$ cat src/verilog/aer_pkg.sv
// Package: offsets, field layouts and reset values of the error logging registers
package aer_pkg;
  // ==========================================================================
  // Register offsets
  localparam logic [11:0] AER_OFS_HDR = 12'h100;
  localparam logic [11:0] AER_OFS_UNC_STS = 12'h104;
  localparam logic [11:0] AER_OFS_UNC_MSK = 12'h108;
  localparam logic [11:0] AER_OFS_UNC_SEV = 12'h10C;
  localparam logic [11:0] AER_OFS_COR_STS = 12'h110;
  localparam logic [11:0] AER_OFS_COR_MSK = 12'h114;
  localparam logic [11:0] AER_OFS_CAP_CTL = 12'h118;
  // ==========================================================================
  // Capability header fields
  localparam int AER_NXT_LSB = 20;
  localparam int AER_NXT_W = 12;
  localparam int AER_VER_LSB = 16;
  localparam int AER_VER_W = 4;
  localparam int AER_CID_LSB = 0;
  localparam int AER_CID_W = 16;
  localparam logic [31:0] AER_HDR_RST = 32'h0000_0000;
  // ==========================================================================
  // Uncorrectable registers
  localparam logic [31:0] AER_UNC_IMPL = 32'h0037_D010;
  localparam logic [31:0] AER_UNC_MSK_RST = 32'h0000_0000;
  localparam logic [31:0] AER_UNC_SEV_RST = 32'h0006_0011;
  localparam logic [31:0] AER_UNC_SEV_FIXED = 32'h0000_0001;
  localparam int AER_UNC_CT_BIT = 14;
  // ==========================================================================
  // Correctable registers
  localparam logic [31:0] AER_COR_IMPL = 32'h0000_31C1;
  localparam logic [31:0] AER_COR_MSK_RST = 32'h0000_2000;
  localparam int AER_COR_ANF_BIT = 13;
  // ==========================================================================
  // Capabilities and control
  localparam int AER_FEP_W = 5;
  localparam logic [4:0] AER_FEP_RST = 5'h00;
endpackage

$ cat src/verilog/aer_flag_if.sv
// Interface: set, clear and value lines of one sticky status bank
`timescale 1ns/1ps
`default_nettype none
interface aer_flag_if #(parameter int W = 32);
  logic [W-1:0] set;
  logic [W-1:0] clr;
  logic [W-1:0] val;
  modport bank (input set, input clr, output val);
  modport user (output set, output clr, input val);
endinterface
`default_nettype wire

$ cat src/verilog/aer_w1c_bank.sv
// Sticky write-one-to-clear status bank kept through platform reset
`timescale 1ns/1ps
`default_nettype none
module aer_w1c_bank #(
  parameter int W = 32,
  parameter logic [W-1:0] IMPL = '1
) (
  input wire logic clk_sys,
  input wire logic pwr_rst,
  aer_flag_if.bank f
);
  logic [W-1:0] val_reg;
  logic [W-1:0] val_next;

  // ==========================================================================
  // Set beats clear; unimplemented bits stay zero
  always_comb begin
    val_next = ((val_reg & ~f.clr) | f.set) & IMPL;
  end

  always_ff @(posedge clk_sys) begin
    if (pwr_rst) begin
      val_reg <= '0;
    end else begin
      val_reg <= val_next;
    end
  end

  assign f.val = val_reg;
endmodule
`default_nettype wire

$ cat src/verilog/aer_err_log.sv
// Advanced error logging register set of a root port
//
// Overview of operation
// - Next capability pointer, bits 31:20, write once, expected zero as list end.
// - Uncorrectable status survives platform reset, clears only on core power loss.
// - Sticky W1C uncorrectable flags: ACS, unsupported, malformed, overflow, unexpected, abort.
// - Completion timeout flag sets only while timeout checking is enabled, or from an advisory report at its position.
// - Sticky W1C flags for poisoned TLP and link protocol error.
// - ECRC, flow control, surprise down and training bits are read-only.
// - Set uncorrectable mask bit suppresses action for that logged error.
// - Mask and severity registers reset only by core power loss.
// - Severity bit one means fatal, zero means non-fatal.
// - Severity resets with malformed, overflow, link protocol errors fatal.
// - Training error severity bit is read-only and reads one.
// - Sticky W1C flags for replay timer expiry and replay count rollover.
// - Sticky W1C flags for bad DLLP, bad TLP and receiver error.
// - Sticky W1C flag for advisory non-fatal errors.
// - Set correctable mask bit suppresses action, aligned with status bits.
// - Advisory mask resets to one; when set, no correctable signal or uncorrectable update.
// - ECRC enable and capable bits read zero.
// - Power-sticky five-bit pointer holds position of first uncorrectable error.
`timescale 1ns/1ps
`default_nettype none
module aer_err_log
  import aer_pkg::*;
#(
  parameter int ADDR_W = 12
) (
  input wire logic clk_sys,
  input wire logic rst,
  input wire logic pwr_rst,
  input wire logic cfg_rd,
  input wire logic cfg_wr,
  input wire logic [ADDR_W-1:0] cfg_addr,
  input wire logic [31:0] cfg_wdata,
  output logic [31:0] cfg_rdata,
  output logic cfg_rvalid,
  input wire logic [31:0] unc_err_pulse,
  input wire logic cpl_timeout_en,
  input wire logic [31:0] cor_err_pulse,
  input wire logic adv_nonfatal_pulse,
  input wire logic [4:0] adv_unc_pos,
  output logic unc_fatal_evt,
  output logic unc_nonfatal_evt,
  output logic cor_err_evt
);
  // ==========================================================================
  // Storage
  logic [AER_NXT_W-1:0] next_capability_pointer_reg;
  logic [AER_VER_W-1:0] capability_version_field_reg;
  logic [AER_CID_W-1:0] capability_identifier_field_reg;
  logic hdr_written_reg;
  logic [31:0] unc_msk_reg;
  logic [31:0] unc_sev_reg;
  logic [31:0] cor_msk_reg;
  logic [AER_FEP_W-1:0] first_error_pointer_reg;
  logic [31:0] cfg_rdata_reg;
  logic cfg_rvalid_reg;
  logic unc_fatal_reg;
  logic unc_nonfatal_reg;
  logic cor_evt_reg;

  logic [31:0] unc_set;
  logic [31:0] cor_set;
  logic [31:0] unc_live;
  logic [31:0] unc_sev_view;
  logic anf_blocked;
  logic [31:0] rd_mux;

  aer_flag_if #(.W(32)) unc_if ();
  aer_flag_if #(.W(32)) cor_if ();

  // ==========================================================================
  // Status banks
  aer_w1c_bank #(.W(32), .IMPL(AER_UNC_IMPL)) u_unc_bank (
    .clk_sys(clk_sys),
    .pwr_rst(pwr_rst),
    .f(unc_if.bank)
  );

  aer_w1c_bank #(.W(32), .IMPL(AER_COR_IMPL)) u_cor_bank (
    .clk_sys(clk_sys),
    .pwr_rst(pwr_rst),
    .f(cor_if.bank)
  );

  // ==========================================================================
  // Event steering
  function automatic logic [4:0] lowest_bit(input logic [31:0] v);
    logic [4:0] idx;
    idx = 5'h00;
    for (int i = 31; i >= 0; i--) begin
      if (v[i]) begin
        idx = 5'(i);
      end
    end
    return idx;
  endfunction

  assign anf_blocked = cor_msk_reg[AER_COR_ANF_BIT];

  always_comb begin
    unc_set = unc_err_pulse & AER_UNC_IMPL;
    unc_set[AER_UNC_CT_BIT] = unc_err_pulse[AER_UNC_CT_BIT] & cpl_timeout_en;
    if (adv_nonfatal_pulse && !anf_blocked) begin
      unc_set = unc_set | ((32'h0000_0001 << adv_unc_pos) & AER_UNC_IMPL);
    end
  end

  always_comb begin
    cor_set = cor_err_pulse & AER_COR_IMPL;
    cor_set[AER_COR_ANF_BIT] = adv_nonfatal_pulse;
  end

  assign unc_if.set = unc_set;
  assign cor_if.set = cor_set;
  assign unc_if.clr = (cfg_wr && cfg_addr == AER_OFS_UNC_STS) ? cfg_wdata : 32'h0000_0000;
  assign cor_if.clr = (cfg_wr && cfg_addr == AER_OFS_COR_STS) ? cfg_wdata : 32'h0000_0000;

  assign unc_live = unc_set & ~unc_msk_reg;
  assign unc_sev_view = (unc_sev_reg & AER_UNC_IMPL) | AER_UNC_SEV_FIXED;

  // ==========================================================================
  // Capability header, write once
  always_ff @(posedge clk_sys) begin
    if (pwr_rst) begin
      next_capability_pointer_reg <= AER_HDR_RST[AER_NXT_LSB +: AER_NXT_W];
      capability_version_field_reg <= AER_HDR_RST[AER_VER_LSB +: AER_VER_W];
      capability_identifier_field_reg <= AER_HDR_RST[AER_CID_LSB +: AER_CID_W];
      hdr_written_reg <= 1'b0;
    end else if (cfg_wr && cfg_addr == AER_OFS_HDR && !hdr_written_reg) begin
      next_capability_pointer_reg <= cfg_wdata[AER_NXT_LSB +: AER_NXT_W];
      capability_version_field_reg <= cfg_wdata[AER_VER_LSB +: AER_VER_W];
      capability_identifier_field_reg <= cfg_wdata[AER_CID_LSB +: AER_CID_W];
      hdr_written_reg <= 1'b1;
    end
  end

  // ==========================================================================
  // Mask and severity, power sticky
  always_ff @(posedge clk_sys) begin
    if (pwr_rst) begin
      unc_msk_reg <= AER_UNC_MSK_RST;
      unc_sev_reg <= AER_UNC_SEV_RST;
      cor_msk_reg <= AER_COR_MSK_RST;
    end else if (cfg_wr) begin
      if (cfg_addr == AER_OFS_UNC_MSK) begin
        unc_msk_reg <= cfg_wdata & AER_UNC_IMPL;
      end
      if (cfg_addr == AER_OFS_UNC_SEV) begin
        unc_sev_reg <= (cfg_wdata & AER_UNC_IMPL) | AER_UNC_SEV_FIXED;
      end
      if (cfg_addr == AER_OFS_COR_MSK) begin
        cor_msk_reg <= cfg_wdata & AER_COR_IMPL;
      end
    end
  end

  // ==========================================================================
  // First error pointer
  always_ff @(posedge clk_sys) begin
    if (pwr_rst) begin
      first_error_pointer_reg <= AER_FEP_RST;
    end else if (unc_live != 32'h0000_0000 && unc_if.val == 32'h0000_0000) begin
      first_error_pointer_reg <= lowest_bit(unc_live);
    end
  end

  // ==========================================================================
  // Error signalling
  always_ff @(posedge clk_sys) begin
    if (pwr_rst || rst) begin
      unc_fatal_reg <= 1'b0;
      unc_nonfatal_reg <= 1'b0;
      cor_evt_reg <= 1'b0;
    end else begin
      unc_fatal_reg <= |(unc_live & unc_sev_view);
      unc_nonfatal_reg <= |(unc_live & ~unc_sev_view);
      cor_evt_reg <= |(cor_set & ~cor_msk_reg);
    end
  end

  // ==========================================================================
  // Configuration reads
  always_comb begin
    case (cfg_addr)
      AER_OFS_HDR: rd_mux = {next_capability_pointer_reg, capability_version_field_reg,
                             capability_identifier_field_reg};
      AER_OFS_UNC_STS: rd_mux = unc_if.val;
      AER_OFS_UNC_MSK: rd_mux = unc_msk_reg;
      AER_OFS_UNC_SEV: rd_mux = unc_sev_view;
      AER_OFS_COR_STS: rd_mux = cor_if.val;
      AER_OFS_COR_MSK: rd_mux = cor_msk_reg;
      AER_OFS_CAP_CTL: rd_mux = {27'h0000000, first_error_pointer_reg};
      default: rd_mux = 32'h0000_0000;
    endcase
  end

  always_ff @(posedge clk_sys) begin
    if (pwr_rst || rst) begin
      cfg_rdata_reg <= 32'h0000_0000;
      cfg_rvalid_reg <= 1'b0;
    end else begin
      cfg_rvalid_reg <= cfg_rd;
      cfg_rdata_reg <= cfg_rd ? rd_mux : 32'h0000_0000;
    end
  end

  assign cfg_rdata = cfg_rdata_reg;
  assign cfg_rvalid = cfg_rvalid_reg;
  assign unc_fatal_evt = unc_fatal_reg;
  assign unc_nonfatal_evt = unc_nonfatal_reg;
  assign cor_err_evt = cor_evt_reg;
endmodule
`default_nettype wire

$ cat config.mk
export PLATFORM = sky130hd
export DESIGN_NAME = aer_err_log
export DESIGN_NICKNAME = d
export VERILOG_FILES = /design/src/verilog/aer_pkg.sv /design/src/verilog/aer_flag_if.sv /design/src/verilog/aer_w1c_bank.sv /design/src/verilog/aer_err_log.sv
export SDC_FILE = /design/constraint.sdc
export NUM_CORES = 1
export LEC_CHECK = 0
export BUFFER_PORTS_ARGS = -buffer_cell sky130_fd_sc_hd__buf_2
export CAP_MARGIN = 10
export CORE_UTILIZATION = 45
export DETAILED_ROUTE_END_ITERATION = 6
export HOLD_SLACK_MARGIN = 0.02
export PLACE_DENSITY_LB_ADDON = 0.05
export SYNTH_ARGS = -nofsm -noshare
export SYNTH_HDL_FRONTEND = slang
export SYNTH_SLANG_ARGS = --single-unit
$ cat constraint.sdc
create_clock -name clk_sys -period 4.46 [get_ports clk_sys]
set_input_delay 0.223 -clock clk_sys [delete_from_list [all_inputs] [get_ports clk_sys]]
set_output_delay 0.223 -clock clk_sys [all_outputs]
set_load 0.01 [all_outputs]
==> qor.txt <==
status: finished clean
CP max stage cell: nor4bb_1
register clock-pin slew on the reported worst setup and hold paths: 50 ps
Lkg Pwr: 2.59 nW
layout cells sized above 1: 21.7%
post_cts resized: 0
clk buf depth: 2
fillers: 932
Synth Flop Type: dfxtp_1
EDFF count, synth: 0
source-to-sink clock delay at the later pin of the worst-skew pair: 510 ps
hpwl dp: 9500 um
die width: 105 um
first-pass GRT wire length: 22500 um
Initial Util: 46.0%
vias: 4705
worst clock skew: 9.53 ps
Synth Area in Adders: 0%
drt wl/cell: 16.7 um
syn_nets: 674
Hold Fails Final Rpt: 0
Max Cap Viol: 0
Ant. Diodes: 0
RSZ-0062 raised after global routing: false
peak fanout along the critical path: 8
Die Span Y: 105 um
start point of the worst hold path: cfg_wdata[12]
# rows: 37
crit path time final: 2450 ps
hold path depth: 2
worst hold path endpoint: u_cor_bank.f.val[12]
Tightest Pin Transition: 1180 ps
gr ovfl total: 0
Critical R2R Capture: first_error_pointer_reg[2]
multiplexer share of the synthesized area: 1.72%
Synth area leader: dfxtp_1
Worst EP arrival: 2860 ps
DR vias/cell: 5.60
HP Class: in -> reg
H-tree levels: 4
# port buffers: 105
Total Routing Usage GR: 26.7%
main combinational cell family by area after synthesis: simple AND/OR/NAND/NOR gates
Worst setup SP type: flop
max reg flops: 32
Yosys warnings: 0
P&R area growth vs syn: 35.6%
Yosys top cell area share: 47.8%
Synth Area in XOR/XNOR: 0%
Clock Tree Root: clkbuf_8
Peak Freq: 408 MHz
PD cells: 419 nW/um^2
DRT iter0 DRCs: 268
most instantiated library cell after synthesis: dfxtp_1
Synth Cell Area: 4730 sq um
post-synthesis sequential area ratio: 47.8%
asr flop ratio synth: 0%
largest net degree at the start of global routing: 48
die area: 10900 sq um
antenna violations before repair: 0
CP top delay family: simple AND/OR/NAND/NOR gates
max-slew violation count: 0
total CTS buffers: 17
commonest cells in the netlist: dfxtp_1, nand2_1, a21oi_1
# IOs: 156
Clock Sinks: 113
Data required, critical path: 4870 ps
Synth Area in Simple Gates: 23.9%
synthesized flop and latch total: 113
worst reg2reg path depth: 5
area of the multi-input gates: 2240 sq um
DRC violations left: 0
Synth Area in Compound Gates: 21.7%
CP Depth: 5
r2r setup slk: 2010 ps
largest cells by area after synthesis: dfxtp_1, nand2_1, a21oi_1, a22oi_1, nor2_1
CTS tree: done
Post-Syn Instances: 554
setup_tns: 0 ps
First-pass DRT Iterations: 7
synthesized area per cell: 8.54 sq um
library cells used by synthesis: 60
Crit. End Element: flop
vias in the first global route: 4390
core area: 10300 sq um
crit path cell chain: nor4bb_1 > a32o_1 > nor4_1 > a21o_1 > a221oi_1
Max rail drop VDD: 0.214 mV
WL final: 14100 um
Slew HR: 20.4%
Reg area: 2260 sq um
nets: 811
worst path bufs/invs: 0
final setup violation count: 0
max incr delay on CP: 1010 ps
antenna-violating nets left: 0
critical path class: reg -> reg
fin crit share: 55.0%
RD Place Congestion: 0.851
power consumption: 2.69 mW
worst reg2reg startpoint: cor_msk_reg[13]
-- worst max path at each step --
stage                     from                          to  slack (ps)
2_1_floorplan     cfg_addr[10]             cor_msk_reg[13]        2310
3_3_place_gp      cfg_addr[10]               cfg_rdata[17]        1610
3_5_place_dp      cfg_addr[10]               cfg_rdata[17]        1600
4_1_cts        cor_msk_reg[13]  first_error_pointer_reg[2]        2060
5_1_grt        cor_msk_reg[13]  first_error_pointer_reg[2]        1850
6_report       cor_msk_reg[13]  first_error_pointer_reg[2]        2010
-- metrics by stage --
step / cell area [sq um] / cells / hold WS, ps / setup WS, ps / util [%]
CTS: 6420 / 840 / 20.4 / 2060 / 62.5
global route: 6420 / 840 / 22.0 / 1850 / 62.5
finish: 6420 / 840 / 28.6 / 2010 / 62.5
floorplan: 4730 / 554 / 332 / 2310 / -
global placement: 5320 / 765 / 437 / 1610 / 51.7
detailed placement: 5320 / 765 / 443 / 1600 / 51.7
-- what timing repair did --
action                                  CTS  global route
hold buffers                             43             0
hold endpoints to repair                 65             0
endpoints found under the setup margin    0             0
buffers inserted                          0             0
-- report_power, final --
group          internal (mW)  switching [mW]
registers               1.02         0.00903
logic                 0.0766          0.0858
clock network           1.05           0.444
-- cells in the final DEF (no fill, tap or decap), types with 3 or more instances in the layout --
cell type / instances
and3_1: 19
o31a_1: 3
a22oi_1: 20
bufinv_16: 5
a41o_1: 3
nor2b_1: 9
buf_2: 105
a222oi_1: 4
a41oi_1: 3
nand3_1: 18
a31oi_1: 9
or3_1: 3
clkbuf_16: 16
dfxtp_1: 113
a311oi_1: 9
a21oi_1: 66
nor4bb_1: 3
nor2_1: 34
clkbuf_8: 7
nor3_1: 8
inv_1: 23
o22ai_1: 7
nand2b_1: 3
dlygate4sd3_1: 43
nand2_1: 102
a221oi_1: 7
buf_4: 4
mux2i_1: 7
a32o_1: 4
a32oi_1: 5
-- logic make-up after synthesis --
group	after synthesis
flops	113
simple gates	223
buf+inv	58
mux	8
compound gates	152
-- per-layer routing --
metal	vias to the layer above	routed length, um	GRT usage (%)
met4	0	335	10.8
li1	2284	-	-
met2	184	6750	43.7
met1	2220	6170	33.3
met5	-	0	0
met3	17	806	6.99
-- layout make-up --
class,count,share of cell area (%)
inverter,24,1.40
tap,136,2.65
multi-input combinational,383,34.9
timing repair buffer,152,15.4
sequential,113,35.2
clock inverter,8,2.67
clock buffer,24,7.80
Power figures use the tool's default switching activity.
